--- src/core/ifd_pkg.sv ---
// Shared constants, form codes and field layout for the instruction field decoder
package ifd_pkg;

  // ************************************************************
  // Register map (byte addresses)
  // ************************************************************
  localparam int          ADDR_W      = 12;
  localparam logic [11:0] CTRL_OFS    = 12'h000;
  localparam logic [11:0] STAT_OFS    = 12'h004;
  localparam logic [11:0] LAST_OFS    = 12'h008;
  localparam logic [3:0]  TABLE_PAGE  = 4'h1;
  localparam logic [31:0] CTRL_RST    = 32'h0000_0001;
  localparam int          CTRL_EN_BIT = 0;
  localparam int          TBL_LEGAL_BIT = 4;
  localparam logic [1:0]  RESP_OKAY   = 2'h0;
  localparam logic [1:0]  RESP_SLVERR = 2'h2;

  // ************************************************************
  // Field positions, little-endian bit index of the field LSB
  // ************************************************************
  localparam int OPC_POS  = 26;
  localparam int OPC_W    = 6;
  localparam int F6_POS   = 21;
  localparam int F11_POS  = 16;
  localparam int F16_POS  = 11;
  localparam int F21_POS  = 6;
  localparam int F26_POS  = 1;
  localparam int SEL_W    = 5;
  localparam int BF_POS   = 23;
  localparam int BFA_POS  = 18;
  localparam int CRF_W    = 3;
  localparam int FXM_POS  = 12;
  localparam int FXM_W    = 8;
  localparam int REGN_POS = 11;
  localparam int REGN_W   = 10;
  localparam int XO_POS   = 1;
  localparam int XO_W     = 10;
  localparam int XOE_W    = 9;
  localparam int OE_BIT   = 10;
  localparam int AA_BIT   = 1;
  localparam int LKRC_BIT = 0;
  localparam int BD_POS   = 2;
  localparam int BD_W     = 14;
  localparam int LI_POS   = 2;
  localparam int LI_W     = 24;
  localparam int IMM_W    = 16;

  // Instruction formats; table entries hold these codes in four bits
  typedef enum logic [3:0] {
    FORM_D, FORM_I, FORM_B, FORM_SC, FORM_X, FORM_X_NOB, FORM_X_NOAB,
    FORM_XL, FORM_XL_NOREG, FORM_XFX, FORM_XO, FORM_XO_NOB, FORM_M
  } ifd_form_t;

  localparam ifd_form_t FORM_RST = FORM_D;

endpackage : ifd_pkg

--- src/core/ifd_form_check.sv ---
// Per-form reserved-field check and form-dependent flag presence
`timescale 1ns/1ns
module ifd_form_check (
  input  wire logic [31:0]       instr_word,
  input  wire ifd_pkg::ifd_form_t form,
  output logic                   rsvd_hit,
  output logic                   has_lk,
  output logic                   has_rc,
  output logic                   has_oe
);
  import ifd_pkg::*;

  logic [31:0] rsvd_mask;

  always_comb begin
    rsvd_mask = 32'h0000_0000;
    has_lk    = 1'b0;
    has_rc    = 1'b0;
    has_oe    = 1'b0;
    unique case (form)
      FORM_D:        rsvd_mask = 32'h0000_0000;
      FORM_I,
      FORM_B:        has_lk = 1'b1;
      FORM_SC:       rsvd_mask = 32'h03FF_FFFC;
      FORM_X:        has_rc = 1'b1;
      FORM_X_NOB: begin
        rsvd_mask = 32'h0000_F800;
        has_rc    = 1'b1;
      end
      FORM_X_NOAB: begin
        rsvd_mask = 32'h001F_F800;
        has_rc    = 1'b1;
      end
      FORM_XL:       has_lk = 1'b1;
      FORM_XL_NOREG: rsvd_mask = 32'h03FF_F800;
      FORM_XFX:      rsvd_mask = 32'h0000_0000;
      FORM_XO: begin
        has_rc = 1'b1;
        has_oe = 1'b1;
      end
      FORM_XO_NOB: begin
        rsvd_mask = 32'h0000_F800;
        has_rc    = 1'b1;
        has_oe    = 1'b1;
      end
      FORM_M:        has_rc = 1'b1;
      // Table codes above the last form carry no layout
      default:       rsvd_mask = 32'h0000_0000;
    endcase
  end

  // Reserved bits are reported, never trapped
  assign rsvd_hit = |(instr_word & rsvd_mask); // RL21

endmodule : ifd_form_check

--- src/core/ifd_decoder.sv ---
// Instruction field decoder with AXI4-Lite opcode table and status
//
// What this block does
// (RL1) Relative branch target is sign-extended offset plus the branch address.
// (RL2) Absolute branch target is the sign-extended offset alone.
// (RL3) Conditional offset is bits 16-29, shifted left two, sign-extended.
// (RL4) Long offset is bits 6-29, shifted left two, sign-extended.
// (RL5) Bit 31 in branch forms requests a link write of the next address.
// (RL6) Bit 31 in record forms requests a condition register update.
// (RL7) Bit 21 in extended-arithmetic forms enables overflow and sticky error.
// (RL8) Primary opcode always comes from bits 0-5.
// (RL9) Extended opcode is bits 21-30, or 22-30 when bit 21 is overflow enable.
// (RL10) Register selectors: bits 11-15, bits 16-20 and bits 6-10.
// (RL11) Condition bit sources come from bits 11-15 and 16-20.
// (RL12) Condition bit destination comes from bits 6-10.
// (RL13) Branch tests the bit at 11-15; options come from bits 6-10.
// (RL14) Condition field target is bits 6-8, source field bits 11-13.
// (RL15) Bits 16-31 give a signed displacement or a sixteen-bit literal.
// (RL16) Bits 11-20 give a special or device control register number.
// (RL17) Bits 12-19 give the mask of condition fields to load.
// (RL18) Mask start is bits 21-25, mask stop bits 26-30.
// (RL19) String byte count comes from bits 16-20.
// (RL20) Trap conditions from bits 6-10; shift amount from bits 16-20.
// (RL21) Reserved fields are identified per form; producers keep them zero.
// (RL22) A wrong fixed opcode value flags the instruction illegal.
// (RL23) Nonzero reserved bits never make an instruction illegal.
// (RL24) All fields appear together one cycle later with a valid qualifier.
//
// The register offsets and the AXI4-Lite slave port were decided locally.
`timescale 1ns/1ns
module ifd_decoder (
  input  wire logic                       CLK,
  input  wire logic                       RST_N,
  // ************************************************************
  // AXI4-Lite register port
  // ************************************************************
  input  wire logic [ifd_pkg::ADDR_W-1:0] AWADDR,
  input  wire logic                       AWVALID,
  output logic                            AWREADY,
  input  wire logic [31:0]                WDATA,
  input  wire logic [3:0]                 WSTRB,
  input  wire logic                       WVALID,
  output logic                            WREADY,
  output logic [1:0]                      BRESP,
  output logic                            BVALID,
  input  wire logic                       BREADY,
  input  wire logic [ifd_pkg::ADDR_W-1:0] ARADDR,
  input  wire logic                       ARVALID,
  output logic                            ARREADY,
  output logic [31:0]                     RDATA,
  output logic [1:0]                      RRESP,
  output logic                            RVALID,
  input  wire logic                       RREADY,
  // ************************************************************
  // Fetch side
  // ************************************************************
  input  wire logic                       INSTR_VALID,
  input  wire logic [31:0]                INSTR_WORD,
  input  wire logic [31:0]                INSTR_ADDR,
  // ************************************************************
  // Pipeline side
  // ************************************************************
  output logic                            DEC_VALID,
  output ifd_pkg::ifd_form_t              DEC_FORM,
  output logic [5:0]                      PRIMARY_OPCODE,
  output logic [9:0]                      EXTENDED_OPCODE,
  output logic [4:0]                      GPR_SEL_ONE,
  output logic [4:0]                      GPR_SEL_TWO,
  output logic [4:0]                      GPR_SRC_DEST_SEL,
  output logic [4:0]                      COND_BIT_SRC_ONE,
  output logic [4:0]                      COND_BIT_SRC_TWO,
  output logic [4:0]                      COND_BIT_DEST,
  output logic [4:0]                      COND_TEST_SELECT,
  output logic [4:0]                      BRANCH_OPTION_CODE,
  output logic [2:0]                      COND_FIELD_DEST,
  output logic [2:0]                      COND_FIELD_SRC,
  output logic [7:0]                      COND_FIELD_MASK,
  output logic [9:0]                      SPECIAL_REG_NUM,
  output logic [9:0]                      DEVICE_CTL_REG_NUM,
  output logic [4:0]                      MASK_START_POS,
  output logic [4:0]                      MASK_STOP_POS,
  output logic [4:0]                      STRING_BYTE_COUNT,
  output logic [4:0]                      TRAP_COND_MASK,
  output logic [4:0]                      MOVE_DISTANCE,
  output logic [31:0]                     LOAD_STORE_DISP,
  output logic [15:0]                     SIXTEEN_BIT_LITERAL,
  output logic [31:0]                     BRANCH_TARGET,
  output logic [31:0]                     LINK_VALUE,
  output logic                            ABSOLUTE_MODE_FLAG,
  output logic                            LINK_UPDATE_FLAG,
  output logic                            RECORD_FLAG,
  output logic                            OVERFLOW_ENABLE_FLAG,
  output logic                            ILLEGAL_INSTR,
  output logic                            RESERVED_NONZERO
);
  import ifd_pkg::*;

  // ************************************************************
  // Helpers
  // ************************************************************
  function automatic logic [31:0] branch_dest(input logic        absolute,
                                              input logic [31:0] here,
                                              input logic [31:0] offset);
    branch_dest = absolute ? offset : here + offset; // RL1 RL2
  endfunction : branch_dest

  function automatic logic is_table(input logic [ADDR_W-1:0] addr);
    is_table = (addr[11:8] == TABLE_PAGE);
  endfunction : is_table

  // ************************************************************
  // Opcode table and control state
  // ************************************************************
  ifd_form_t   form_tbl [64];
  logic [63:0] legal_tbl;
  logic [31:0] ctrl_reg;
  logic [15:0] illegal_cnt_reg;
  logic [15:0] rsvd_cnt_reg;
  logic [31:0] last_illegal_reg;

  // ************************************************************
  // Write channel
  // ************************************************************
  logic              awready_reg;
  logic              wready_reg;
  logic              aw_pend_reg;
  logic              w_pend_reg;
  logic [ADDR_W-1:0] waddr_reg;
  logic [31:0]       wdata_reg;
  logic [3:0]        wstrb_reg;
  logic              bvalid_reg;
  logic [1:0]        bresp_reg;
  logic              aw_hs;
  logic              w_hs;
  logic              do_write;
  logic              wr_ok;

  assign aw_hs    = AWVALID & awready_reg;
  assign w_hs     = WVALID & wready_reg;
  // Hold the write until the previous response has been taken
  assign do_write = aw_pend_reg & w_pend_reg & ~bvalid_reg;
  assign wr_ok    = is_table(waddr_reg) || waddr_reg == CTRL_OFS || waddr_reg == STAT_OFS;

  always_ff @(posedge CLK or negedge RST_N) begin
    if (!RST_N) begin
      aw_pend_reg <= 1'b0;
      awready_reg <= 1'b0;
      waddr_reg   <= '0;
    end else begin
      if (aw_hs) begin
        aw_pend_reg <= 1'b1;
        waddr_reg   <= AWADDR;
      end else if (do_write) begin
        aw_pend_reg <= 1'b0;
      end
      awready_reg <= aw_hs ? 1'b0 : (do_write | ~aw_pend_reg);
    end
  end

  always_ff @(posedge CLK or negedge RST_N) begin
    if (!RST_N) begin
      w_pend_reg <= 1'b0;
      wready_reg <= 1'b0;
      wdata_reg  <= 32'h0000_0000;
      wstrb_reg  <= 4'h0;
    end else begin
      if (w_hs) begin
        w_pend_reg <= 1'b1;
        wdata_reg  <= WDATA;
        wstrb_reg  <= WSTRB;
      end else if (do_write) begin
        w_pend_reg <= 1'b0;
      end
      wready_reg <= w_hs ? 1'b0 : (do_write | ~w_pend_reg);
    end
  end

  always_ff @(posedge CLK or negedge RST_N) begin
    if (!RST_N) begin
      bvalid_reg <= 1'b0;
      bresp_reg  <= RESP_OKAY;
    end else if (do_write) begin
      bvalid_reg <= 1'b1;
      bresp_reg  <= wr_ok ? RESP_OKAY : RESP_SLVERR;
    end else if (bvalid_reg && BREADY) begin
      bvalid_reg <= 1'b0;
    end
  end

  always_ff @(posedge CLK or negedge RST_N) begin
    if (!RST_N) begin
      ctrl_reg <= CTRL_RST;
    end else if (do_write && waddr_reg == CTRL_OFS) begin
      for (int b = 0; b < 4; b++) begin
        if (wstrb_reg[b]) begin
          ctrl_reg[b*8 +: 8] <= wdata_reg[b*8 +: 8];
        end
      end
    end
  end

  // Entry layout: form code in [3:0], legal flag in bit 4
  always_ff @(posedge CLK or negedge RST_N) begin
    if (!RST_N) begin
      legal_tbl <= {64{1'b1}};
      for (int i = 0; i < 64; i++) begin
        form_tbl[i] <= FORM_RST;
      end
    end else if (do_write && is_table(waddr_reg) && wstrb_reg[0]) begin
      form_tbl[waddr_reg[7:2]]  <= ifd_form_t'(wdata_reg[3:0]);
      legal_tbl[waddr_reg[7:2]] <= wdata_reg[TBL_LEGAL_BIT];
    end
  end

  // ************************************************************
  // Read channel
  // ************************************************************
  logic        arready_reg;
  logic        rvalid_reg;
  logic [31:0] rdata_reg;
  logic [1:0]  rresp_reg;
  logic        ar_hs;
  logic [31:0] rd_word;
  logic        rd_ok;

  assign ar_hs = ARVALID & arready_reg;

  always_comb begin
    rd_word = 32'h0000_0000;
    rd_ok   = 1'b1;
    if (is_table(ARADDR)) begin
      rd_word[3:0]          = form_tbl[ARADDR[7:2]];
      rd_word[TBL_LEGAL_BIT] = legal_tbl[ARADDR[7:2]];
    end else if (ARADDR == CTRL_OFS) begin
      rd_word = ctrl_reg;
    end else if (ARADDR == STAT_OFS) begin
      rd_word = {rsvd_cnt_reg, illegal_cnt_reg};
    end else if (ARADDR == LAST_OFS) begin
      rd_word = last_illegal_reg;
    end else begin
      rd_ok = 1'b0;
    end
  end

  always_ff @(posedge CLK or negedge RST_N) begin
    if (!RST_N) begin
      arready_reg <= 1'b0;
      rvalid_reg  <= 1'b0;
      rdata_reg   <= 32'h0000_0000;
      rresp_reg   <= RESP_OKAY;
    end else begin
      arready_reg <= ~ar_hs & (~rvalid_reg | RREADY);
      if (ar_hs) begin
        rvalid_reg <= 1'b1;
        rdata_reg  <= rd_word;
        rresp_reg  <= rd_ok ? RESP_OKAY : RESP_SLVERR;
      end else if (rvalid_reg && RREADY) begin
        rvalid_reg <= 1'b0;
      end
    end
  end

  // ************************************************************
  // Form lookup and checks
  // ************************************************************
  logic [5:0]  opc;
  ifd_form_t   form;
  logic        rsvd_hit;
  logic        has_lk;
  logic        has_rc;
  logic        has_oe;
  logic        illegal;
  logic        take;
  logic [31:0] bd_ext;
  logic [31:0] li_ext;
  logic [31:0] target;

  assign opc  = INSTR_WORD[OPC_POS +: OPC_W]; // RL8
  assign form = form_tbl[opc];
  assign take = INSTR_VALID & ctrl_reg[CTRL_EN_BIT];

  ifd_form_check u_form_check (
    .instr_word (INSTR_WORD),
    .form       (form),
    .rsvd_hit   (rsvd_hit),
    .has_lk     (has_lk),
    .has_rc     (has_rc),
    .has_oe     (has_oe)
  );

  // Only the opcode table decides legality; reserved bits play no part
  assign illegal = ~legal_tbl[opc]; // RL22 RL23

  assign bd_ext = {{16{INSTR_WORD[BD_POS+BD_W-1]}}, INSTR_WORD[BD_POS +: BD_W], 2'b00}; // RL3
  assign li_ext = {{6{INSTR_WORD[LI_POS+LI_W-1]}}, INSTR_WORD[LI_POS +: LI_W], 2'b00}; // RL4
  assign target = branch_dest(INSTR_WORD[AA_BIT], INSTR_ADDR,
                              (form == FORM_I) ? li_ext : bd_ext); // RL1 RL2

  // ************************************************************
  // Status counters; a new event beats a clear in the same cycle
  // ************************************************************
  logic stat_clr;
  assign stat_clr = do_write && waddr_reg == STAT_OFS;

  always_ff @(posedge CLK or negedge RST_N) begin
    if (!RST_N) begin
      illegal_cnt_reg  <= 16'h0000;
      last_illegal_reg <= 32'h0000_0000;
    end else begin
      if (take && illegal) begin
        illegal_cnt_reg  <= stat_clr ? 16'h0001 : illegal_cnt_reg + 16'h0001;
        last_illegal_reg <= INSTR_WORD;
      end else if (stat_clr) begin
        illegal_cnt_reg <= 16'h0000;
      end
    end
  end

  always_ff @(posedge CLK or negedge RST_N) begin
    if (!RST_N) begin
      rsvd_cnt_reg <= 16'h0000;
    end else if (take && rsvd_hit) begin
      rsvd_cnt_reg <= stat_clr ? 16'h0001 : rsvd_cnt_reg + 16'h0001; // RL21
    end else if (stat_clr) begin
      rsvd_cnt_reg <= 16'h0000;
    end
  end

  // ************************************************************
  // Decode stage: every field is captured on the same edge
  // ************************************************************
  always_ff @(posedge CLK or negedge RST_N) begin
    if (!RST_N) begin
      DEC_VALID <= 1'b0;
    end else begin
      DEC_VALID <= take; // RL24
    end
  end

  always_ff @(posedge CLK or negedge RST_N) begin
    if (!RST_N) begin
      DEC_FORM             <= FORM_RST;
      PRIMARY_OPCODE       <= 6'h00;
      EXTENDED_OPCODE      <= 10'h000;
      GPR_SEL_ONE          <= 5'h00;
      GPR_SEL_TWO          <= 5'h00;
      GPR_SRC_DEST_SEL     <= 5'h00;
      COND_BIT_SRC_ONE     <= 5'h00;
      COND_BIT_SRC_TWO     <= 5'h00;
      COND_BIT_DEST        <= 5'h00;
      COND_TEST_SELECT     <= 5'h00;
      BRANCH_OPTION_CODE   <= 5'h00;
      COND_FIELD_DEST      <= 3'h0;
      COND_FIELD_SRC       <= 3'h0;
      COND_FIELD_MASK      <= 8'h00;
      SPECIAL_REG_NUM      <= 10'h000;
      DEVICE_CTL_REG_NUM   <= 10'h000;
      MASK_START_POS       <= 5'h00;
      MASK_STOP_POS        <= 5'h00;
      STRING_BYTE_COUNT    <= 5'h00;
      TRAP_COND_MASK       <= 5'h00;
      MOVE_DISTANCE        <= 5'h00;
      LOAD_STORE_DISP      <= 32'h0000_0000;
      SIXTEEN_BIT_LITERAL  <= 16'h0000;
      BRANCH_TARGET        <= 32'h0000_0000;
      LINK_VALUE           <= 32'h0000_0000;
      ABSOLUTE_MODE_FLAG   <= 1'b0;
      LINK_UPDATE_FLAG     <= 1'b0;
      RECORD_FLAG          <= 1'b0;
      OVERFLOW_ENABLE_FLAG <= 1'b0;
      ILLEGAL_INSTR        <= 1'b0;
      RESERVED_NONZERO     <= 1'b0;
    end else if (take) begin
      DEC_FORM            <= form;
      PRIMARY_OPCODE      <= opc; // RL8
      // Bit 21 belongs to the overflow enable in forms that carry it
      EXTENDED_OPCODE     <= has_oe ? {1'b0, INSTR_WORD[XO_POS +: XOE_W]}
                                    : INSTR_WORD[XO_POS +: XO_W]; // RL9
      GPR_SEL_ONE         <= INSTR_WORD[F11_POS +: SEL_W]; // RL10
      GPR_SEL_TWO         <= INSTR_WORD[F16_POS +: SEL_W]; // RL10
      GPR_SRC_DEST_SEL    <= INSTR_WORD[F6_POS +: SEL_W]; // RL10
      COND_BIT_SRC_ONE    <= INSTR_WORD[F11_POS +: SEL_W]; // RL11
      COND_BIT_SRC_TWO    <= INSTR_WORD[F16_POS +: SEL_W]; // RL11
      COND_BIT_DEST       <= INSTR_WORD[F6_POS +: SEL_W]; // RL12
      COND_TEST_SELECT    <= INSTR_WORD[F11_POS +: SEL_W]; // RL13
      BRANCH_OPTION_CODE  <= INSTR_WORD[F6_POS +: SEL_W]; // RL13
      COND_FIELD_DEST     <= INSTR_WORD[BF_POS +: CRF_W]; // RL14
      COND_FIELD_SRC      <= INSTR_WORD[BFA_POS +: CRF_W]; // RL14
      COND_FIELD_MASK     <= INSTR_WORD[FXM_POS +: FXM_W]; // RL17
      SPECIAL_REG_NUM     <= INSTR_WORD[REGN_POS +: REGN_W]; // RL16
      DEVICE_CTL_REG_NUM  <= INSTR_WORD[REGN_POS +: REGN_W]; // RL16
      MASK_START_POS      <= INSTR_WORD[F21_POS +: SEL_W]; // RL18
      MASK_STOP_POS       <= INSTR_WORD[F26_POS +: SEL_W]; // RL18
      STRING_BYTE_COUNT   <= INSTR_WORD[F16_POS +: SEL_W]; // RL19
      TRAP_COND_MASK      <= INSTR_WORD[F6_POS +: SEL_W]; // RL20
      MOVE_DISTANCE       <= INSTR_WORD[F16_POS +: SEL_W]; // RL20
      LOAD_STORE_DISP     <= {{16{INSTR_WORD[IMM_W-1]}}, INSTR_WORD[IMM_W-1:0]}; // RL15
      SIXTEEN_BIT_LITERAL <= INSTR_WORD[IMM_W-1:0]; // RL15
      BRANCH_TARGET       <= target; // RL1 RL2
      // Word-aligned fetch, so the next instruction sits four bytes on
      LINK_VALUE          <= INSTR_ADDR + 32'h0000_0004; // RL5
      ABSOLUTE_MODE_FLAG  <= INSTR_WORD[AA_BIT] & (form == FORM_I || form == FORM_B);
      LINK_UPDATE_FLAG    <= has_lk & INSTR_WORD[LKRC_BIT]; // RL5
      RECORD_FLAG         <= has_rc & INSTR_WORD[LKRC_BIT]; // RL6
      OVERFLOW_ENABLE_FLAG <= has_oe & INSTR_WORD[OE_BIT]; // RL7
      ILLEGAL_INSTR       <= illegal; // RL22
      RESERVED_NONZERO    <= rsvd_hit; // RL21 RL23
    end
  end

  // ************************************************************
  // Bus outputs
  // ************************************************************
  assign AWREADY = awready_reg;
  assign WREADY  = wready_reg;
  assign BVALID  = bvalid_reg;
  assign BRESP   = bresp_reg;
  assign ARREADY = arready_reg;
  assign RVALID  = rvalid_reg;
  assign RDATA   = rdata_reg;
  assign RRESP   = rresp_reg;

endmodule : ifd_decoder

--- config.mk ---
export PLATFORM = sky130hd
export DESIGN_NAME = ifd_decoder
export DESIGN_NICKNAME = d
export VERILOG_FILES = /design/src/core/ifd_pkg.sv /design/src/core/ifd_form_check.sv /design/src/core/ifd_decoder.sv
export SDC_FILE = /design/constraint.sdc
export NUM_CORES = 1
export LEC_CHECK = 0
export BUFFER_PORTS_ARGS = -buffer_cell sky130_fd_sc_hd__buf_2
export CAP_MARGIN = 25
export CORE_AREA = 4 4 291 293
export DETAILED_ROUTE_END_ITERATION = 7
export DIE_AREA = 0 0 295 297
export SLEW_MARGIN = 5
export SYNTH_ARGS = -nofsm -noshare
export SYNTH_HDL_FRONTEND = slang
export SYNTH_SLANG_ARGS = --single-unit
export TNS_END_PERCENT = 1
--- constraint.sdc ---
create_clock -name CLK -period 6.9 [get_ports CLK]
set_clock_uncertainty 0.1 [all_clocks]
set_input_delay 0.69 -clock CLK [delete_from_list [all_inputs] [get_ports CLK]]
set_output_delay 0.69 -clock CLK [all_outputs]
set_load 0.005 [all_outputs]
---- Word level (Yosys, flattened, before mapping) ----
Index checks and enable logic that the tools add are counted.
storage, ports and cells
  register bits ........................... 679
  input bits .............................. 132
  output and inout bits ................... 279
  word-level logic and storage cells ...... 238
cells by class
  add/sub/neg operators ................... 4
  $lt $le $gt $ge ......................... 8
  equality and inequality tests ........... 16
  mux-type cells .......................... 48
  bitwise operators ....................... 24
  reductions and logical operators ........ 30
operator list
  operator                 number
  $bwmux W256              1
  $mux W32                 5
  $pmux W26 S4             1
  $mux W16                 5
  $bwmux W64               1
  $bmux W4 S6              2
  $add A16 B1 Y16 const B  2
  $add A32 B3 Y32 const B  1
  $add A32 B32 Y32         1
  $and A32 B26 Y32         1
  $reduce_or A32 Y1        1
  $mux W27                 1
  $demux W4 S6             1
  $eq A12 B3 Y1 const B    2
  $logic_not A12 Y1        2
  $ge A7 B7 Y1 const B     3
  $lt A6 B7 Y1 const B     3
  $not A6 Y7               3
  $mux W4                  5
  $mux W1                  19
  $eq A4 B3 Y1 const B     4
  $eq A4 B4 Y1 const B     4
  $bmux W1 S6              2
  $eq A12 B4 Y1 const B    1
  other kinds (18)         59

---- Logic depth before layout (Yosys ltp) ----
Gate-level depths: netlist of run 1.
  depth after elaboration ................. 11
  gate-level depth with buffers ........... 23
  mapped depth without buffers ............ 18

---- By module ----
Synthesis of run 1 repeated with hierarchy kept, for this count alone.
unflattened totals
  cells, all modules ...................... 2707
  area total of the unflattened synthesis .. 32692.6 µm²
by module, submodules not included
  module          instances  cells an instance  area an instance (µm²)  seq. area each (µm²)
  ifd_decoder     1          2674               32479.9                 15421.0
  ifd_form_check  1          33                 212.7                   0.0

---- Worst setup path before layout of run 1 ----
OpenSTA, ideal clock, no wires.
  kind .................................... input to register
  start point ............................. input port INSTR_WORD[26]
  end point ............................... register BRANCH_TARGET[30]
  arrival time ............................ 5157 ps
  path slack .............................. 1561 ps
  cell stages on the path ................. 23
  buffers on the path ..................... 5
  cell sequence ........................... buf_6 buf_12 buf_12 buf_2 mux4_2 a22oi_1 nand3_1 a22oi_1 and3_1 clkbuf_1 a21boi_1 a31o_2 ha_1 a21o_1 a21o_1 a21o_1 a21o_1 a21oi_1 o311ai_0 and3_1 o2111ai_1 nand4b_1 a31oi_1
between the ends
  longest elaborated chain between the ends .. 8
ends and longest elaborated chain
  item                                             RTL line            text
  start: declaration                               ifd_decoder.sv:58   input wire logic [31:0] INSTR_WORD,
  $not A6 Y7 (not written as such) (*)             ifd_decoder.sv:279  assign form = form_tbl[opc];
  $bmux W4 S6 (*)                                  ifd_decoder.sv:279
  $mux W4 (not written as such) (*) (2 in series)  ifd_decoder.sv:279
  $eq A4 B1 Y1 (*)                                 ifd_decoder.sv:297  (form == FORM_I) ? li_ext : bd_ext);
  $mux W32 (*)                                     ifd_decoder.sv:297
  $add A32 B32 Y32                                 ifd_decoder.sv:104  branch_dest = absolute ? offset : here + offset;
  $mux W32 (*)                                     ifd_decoder.sv:104
  end signal: assignment                           ifd_decoder.sv:399  BRANCH_TARGET <= target;
  end: declaration                                 ifd_decoder.sv:87   output logic [31:0] BRANCH_TARGET,
Mark *: on every way between the ends. The rest lies on a longest branch, timed or not. The select of a mux whose other input is x is not followed.
A chain may end at the register's enable or synchronous reset.

---- Final worst setup path of run 1 ----
  start point ............................. input port INSTR_WORD[28]
  end point ............................... register BRANCH_TARGET[30]
The elaborated chain is that of the path after synthesis.

==> results.ini, run 1 <==
[route]
vias_per_cell = 5.65
finalWirelength_um = 100000
post_drt_wl_per_cell_um = 25.1
drc = 0
vias = 22600
first_pass_iters = 5
antenna_left = 0
drt_iter0_markers = 1502

[worst_setup_path]
critPathBufInv = 5
worstPathMaxFanout = 37
ff2ff_setup_slack_ns = 1.46
r2r_start = form_tbl[144]
slowest_stage = o311ai_0
path_cells = buf_2 -> buf_4 -> buf_12 -> nand2b_1 -> o22ai_1 -> o311ai_0 -> buf_4 -> nand4_1 -> and2_1 -> a21boi_1 -> buf_4 -> a31o_2 -> ha_1 -> a21o_1 -> a21o_1 -> a21o_1 -> a21o_1 -> a21oi_1 -> o311ai_0 -> and3_1 -> o2111ai_1 -> nand4b_1 -> a31oi_1
arrival_ns = 6.15
worst_setup_path_end_kind = register
startpoint = INSTR_WORD[28]
required_ns = 7.34
r2r-end = BRANCH_TARGET[30]
critPathLaunchType = input pin
crit_family = compound AO/OA/AOI/OAI gates
rr_worst_depth = 19
critPathKind = input pin to register
crit_top_cell = a21o_1
crit_path_max_incr_delay_ns = 0.64

[worst_hold_path]
holdCritStartpoint = BREADY
holdPathEnd = BVALID
hp-class = input pin to register
worstHoldPathCells = 2

[synthesis]
yosysUniqueCellTypes = 67
syn_inst = 2632
synth_enable_flop_cells = 0
yosysSeqAreaShare = 0.473
synth.avg_cell_area_sq_um = 12.4
synth_most_common_cell = dfrtp_1
ys_ff_latch = 613
synth_flop_cell = dfrtp_1
yosysWarnings = 0
synth_top_area_cell = dfrtp_1
syn_area_sq_mm = 0.0326
yosys-top-cells-count = dfrtp_1, mux2_2, nand2_1
synth_top_area_share = 0.421
synth_area_leaders = dfrtp_1, mux2_2, mux4_2, dfstp_2, nand2_1
async_flop_share = 1.00

[timing]
max_slew.worst_pin.slew_ns = 1.08
finalSetupTns_ns = 0
rsz0062_at_grt = false
max_freq_mhz = 175
drv_slew = 0
period_minus_slack_ns = 5.71
finalSetupViolations = 0
slew_headroom = 0.279
fin_ws_ns = 1.19
hold_violations = 0
post-route-period-util = 0.827

[power_and_ir_drop]
ir_worst_vdd_mv = 0.183
power.leakage_nw = 18.1
p_per_area_mw_per_mm2 = 264

[global_route]
grt_max_degree = 172
grt_pass1_wl_um = 151000
grt_usage = 0.226
grt_pass1_vias = 23200
grt_remaining_overflow = 0
antenna_found_initial = 5

[floorplanning]
start_util = 0.398
die_y_um = 297
die_w_um = 295
die_area_sq_mm = 0.0876
rows = 105
ioPinCount = 411
core_sq_mm = 0.0818

[layout]
multi_input_area_sq_mm = 0.0155
fillers = 7405
regMostFlops = form_tbl
layout-drive-gt1-share = 0.436
largest_reg_flops = 256
reg_top3 = form_tbl (256), legal_tbl (64)
syn_to_final_growth_pct = 14.5
seq_area_sq_mm = 0.0154
final_nets = 3033

[placement]
io_buffers = 408
dp_hpwl_um = 71200
finalWeightedCongestion = 0.855
place_ws_ns = 0.589

[clock_tree]
cts_tree = built
cts_root_buf = clkbuf_16
htreeDepth = 3
numCtsBuffers = 71
ctsResizeCount = 0
clk_latency_ns = 0.63
cts_sinks = 613
ctsLongestPathBuffers = 3
clk_pin_slew_ns = 0.06

[run_status]
status = completed

[run]
max_cap_viol_count = 0

-- layout make-up --
type / instances / area share
flip-flops and latches: 613 / 0.413
diodes: 4 / 0.000268
multi-input cells: 1710 / 0.414
repair buffers: 455 / 0.0690
inverters: 17 / 0.00171
well taps: 1070 / 0.0359
clock inverters: 30 / 0.0106
clock buffers: 101 / 0.0555
-- logic make-up after synthesis --
family | synth area share
AND/OR/NAND/NOR | 0.0856
XOR/XNOR | 0.0210
adder cells (fa/ha/maj) | 0.0129
buffers and inverters | 0.0541
flip-flops | 0.473
other | 0.000115
multiplexers | 0.301
AO/OA/AOI/OAI | 0.0520
-- metrics by stage --
step / hold WS, ns / area [sq um] / power, mW / cells / util
floorplan: 0.294 / 32600 / 5.26 / 2633 / -
global placement: 0.349 / 34700 / 5.89 / 3855 / 0.424
detailed placement: 0.358 / 34800 / 5.95 / 3861 / 0.425
CTS: 0.130 / 37200 / 9.95 / 3993 / 0.455
global route: 0.148 / 37300 / 10.3 / 3996 / 0.456
finish: 0.156 / 37300 / 9.87 / 4000 / 0.456
-- report_power, final --
part	total, mW	switching (mW)	internal (mW)	leakage [nW]
clock network	3.96	1.59	2.37	1.20
logic	1.74	1.07	0.662	8.68
registers	4.17	0.259	3.91	8.17
total	9.87	2.92	6.95	18.1
-- cells in the final DEF (no fill, tap or decap), drive strengths merged, types with 5 or more instances in the layout --
cell type  count
dfrtp        548
buf          454
mux2         437
nand2        307
mux4         189
nor2         159
clkbuf       101
o21ai         90
a21oi         81
dfstp         65
mux2i         57
xor2          50
nand3         41
ha            32
o31ai         29
xnor2         28
and3          22
a21o          21
inv           20
nor3          19
nand4         18
clkinv        14
nor2b         11
a31o          10
a22oi          9
or3            9
or2            8
nand2b         8
and2           8
bufinv         7
a31oi          6
clkinvlp       6
nor4           5
nor3b          5
-- metal layers --
| layer | vias to the layer above | share of wire | GRT usage |
|---|---|---|---|
| met4 | 0 | 0.028 | 0.0704 |
| met3 | 148 | 0.070 | 0.0469 |
| li1 | 9907 | - | - |
| met2 | 858 | 0.49 | 0.376 |
| met5 | - | 0 | 0 |
| met1 | 11700 | 0.41 | 0.297 |
-- worst max-delay path by stage --
stage	endpoint	slack, ns	depth (start not counted)
after floorplan	BRANCH_TARGET[30]	1.56	23
after global placement	BRANCH_TARGET[30]	0.75	22
after detailed placement	BRANCH_TARGET[30]	0.59	22
after CTS	BRANCH_TARGET[30]	1.25	22
after global routing	BRANCH_TARGET[30]	0.69	22
final	BRANCH_TARGET[30]	1.19	23
-- timing repair --
item,4_1_cts,5_1_grt
setup endpoints to repair,0,0
hold endpoints to repair,69,0
setup buffers,0,0
hold buffers,1,0
(Power assumes the default switching activity.)
==> run 2: changes to the inputs <==
- clock period: 6.9 -> 5.4 ns (I/O delays scaled with it)
==> run 2 against run 1 <==
Net effect: routed wire length up 0.91%; via count up 1.4%; clock-buffer cell count up 12; clock power up 24%; total power up 27%; sequential cell count unchanged; design area up 1.1%; non-clock buffer count up 55; sequential share of layout area down 0.47 points; sequential power up 28%; utilization up 0.52 points; critical path depth down 4; critical endpoint is now BRANCH_TARGET[31]; highest routed layer is now met5.
==> results.ini, run 2 (synthesis gave the netlist of run 1 again) <==
[clock_tree]
htreeDepth = 3  ; unchanged
cts_sinks = 613  ; unchanged
ctsLongestPathBuffers = 3  ; unchanged
postCtsSetupRepairBufs = 0  ; unchanged
clk_pin_slew_ns = 0.06  ; about the same
cts_root_buf = clkbuf_16
cts_tree = built
numCtsBuffers = 71  ; unchanged
clk_latency_ns = 0.61  ; -0.02 ns
ctsResizeCount = 0  ; unchanged

[timing]
drv_slew = 0  ; unchanged
post-route-period-util = 0.949
max_slew.worst_pin.slew_ns = 0.935  ; -0.147 ns
finalSetupViolations = 0  ; unchanged
hold_violations = 0  ; unchanged
period_minus_slack_ns = 5.13
max_freq_mhz = 195
rsz0062_at_grt = false
slew_headroom = 0.377  ; +0.0983

[power_and_ir_drop]
ir_worst_vdd_mv = 0.229  ; +25%
pwr-share-seq = 0.426  ; +0.003
power.switching_mw = 3.69  ; +26%
p_total_mw = 12.5  ; +27%
comb_power_share = 0.181  ; +0.005
switching_share = 0.294  ; -0.00196
p_per_area_mw_per_mm2 = 332  ; +26%
pwr-share-clk = 0.393  ; -0.008
p_int_mw = 8.85  ; +27%
power.leakage_nw = 18.3  ; +1.6%

[global_route]
grt-busiest-layer = met2
grt_max_degree = 145  ; -16%
grt_usage = 0.228  ; +0.00165
grt_pass1_vias = 23600  ; +1.8%
grt_remaining_overflow = 0  ; unchanged
use_met3 = 0.0451  ; -0.00179
antenna_found_initial = 9  ; +4
grt_pass1_wl_um = 152000  ; +0.66%
grt_util_met1 = 0.297  ; -0.000477
use_met2 = 0.384  ; +0.00719

[placement]
finalWeightedCongestion = 0.910  ; +6.4%
postPlaceCellArea_sq_mm = 0.0352  ; +1.3%
dp_hpwl_um = 72800  ; +2.3%
io_buffers = 408  ; unchanged

[worst_setup_path]
slowest_stage = mux4_2
worst_setup_path_end_kind = register
arrival_ns = 5.55  ; -0.60 ns
crit_path_max_incr_delay_ns = 0.55  ; -0.09 ns
critPathKind = register to register
ff2ff_setup_slack_ns = 0.27  ; -1.19 ns
worstPathMaxFanout = 5  ; -86%
critPathLaunchType = register
crit_family = compound AO/OA/AOI/OAI gates
critPathBufInv = 2  ; -3
path_cells = mux4_1 -> mux4_2 -> o22ai_1 -> buf_4 -> a221oi_1 -> and3_1 -> buf_4 -> a31o_2 -> ha_1 -> a21o_1 -> a21o_1 -> a21oi_1 -> o21ai_0 -> or3_1 -> o21ai_0 -> a31oi_1 -> xnor2_1 -> o21ba_2 -> o31ai_1
required_ns = 5.82  ; -1.52 ns

[layout]
fin_area_sq_mm = 0.0378  ; +1.1%
syn_to_final_growth_pct = 15.8
layout-drive-gt1-share = 0.444  ; +0.00802
largest_reg_flops = 256  ; unchanged
final_common_cell = dfrtp_1
final_nets = 3088  ; +1.8%
mostFrequentLayoutCells = dfrtp_1, mux2_2, buf_2
regMostFlops = form_tbl
fillers = 7399  ; -0.081%
reg_top3 = form_tbl (256), legal_tbl (64)

[run_status]
status = completed

[route]
finalWirelength_um = 101000  ; +0.91%
vias_per_cell = 5.66  ; about the same
drt_iter0_markers = 1551  ; +3.3%
antenna_left = 0  ; unchanged
post_drt_wl_per_cell_um = 25.0  ; -0.46%
first_pass_iters = 7  ; +2
vias = 22900  ; +1.4%
drc = 0  ; unchanged

[floorplanning]
die_y_um = 297  ; unchanged
rows = 105  ; unchanged
die_area_sq_mm = 0.0876  ; unchanged
start_util = 0.398  ; unchanged
core_sq_mm = 0.0818  ; unchanged
die_w_um = 295  ; unchanged
ioPinCount = 411  ; unchanged

[worst_hold_path]
hp-class = input pin to register

[run]
max_cap_viol_count = 0  ; unchanged

run 2: cell type report:
| class | instances | area [sq um] | share of cell area |
|---|---|---|---|
| clock inverters | 16 | 188 | 0.00497 |
| multi-input cells | 1710 | 15500 | 0.409 |
| repair buffers | 510 | 3060 | 0.0810 |
| well taps | 1070 | 1340 | 0.0355 |
| clock buffers | 113 | 2220 | 0.0588 |
| inverters | 17 | 63.8 | 0.00169 |
| flip-flops and latches | 613 | 15400 | 0.408 |
| diodes | 6 | 15.0 | 0.000398 |
run 2: worst register-to-register path, stage by stage (launching register included):
cell,delay [ns]
dfrtp_1,0.40
mux4_1,0.52
mux4_2,0.55
o22ai_1,0.20
buf_4,0.16
a221oi_1,0.06
and3_1,0.29
buf_4,0.19
a31o_2,0.25
ha_1,0.30
a21o_1,0.17
a21o_1,0.17
a21oi_1,0.20
o21ai_0,0.13
or3_1,0.34
o21ai_0,0.28
a31oi_1,0.16
xnor2_1,0.17
o21ba_2,0.20
o31ai_1,0.21
run 2: worst paths after layout:
kind / startpoint / to / cells past startpoint
min reg2reg: PRIMARY_OPCODE[2] / PRIMARY_OPCODE[2] / 2
min in group asynchronous: RST_N / rsvd_cnt_reg[9] / 2
max: form_tbl[144] / BRANCH_TARGET[31] / 19
min: WDATA[5] / wdata_reg[5] / 2
max reg2reg: form_tbl[144] / BRANCH_TARGET[31] / 19
max in group asynchronous: RST_N / COND_FIELD_MASK[2] / 3
run 2: what timing repair did:
| action | in CTS | in global routing |
|---|---|---|
| hold buffers | 3 | 0 |
| endpoints found under the hold margin | 98 | 0 |
| endpoints found under the setup margin | 0 | 0 |
run 2: power groups by stage:
stage	clock [mW]	combinational [mW]	sequential, mW
CTS	5.05	2.28	5.34
finish	4.93	2.27	5.35
detailed placement	0	2.27	5.41
global route	5.24	2.46	5.39
floorplan	0	1.45	5.27
global placement	0	2.21	5.40
run 2: routing by layer:
metal | routed length (um) | vias up
met2 | 49600 | 906
met5 | 26 | -
li1 | - | 10000
met1 | 41500 | 11800
met3 | 7110 | 164
met4 | 3050 | 4
run 2: per-stage QoR:
stage	cells	TNS, ns	hold WS (ns)	setup slack, ns	util
2_1_floorplan	2633	0	0.144	0.211	-
3_3_place_gp	3910	-0.143	0.351	-0.119	0.430
3_5_place_dp	3914	-0.282	0.358	-0.164	0.430
4_1_cts	4046	0	0.0204	0.314	0.460
5_1_grt	4053	0	0.0441	0.0410	0.461
6_report	4055	0	0.0523	0.274	0.461
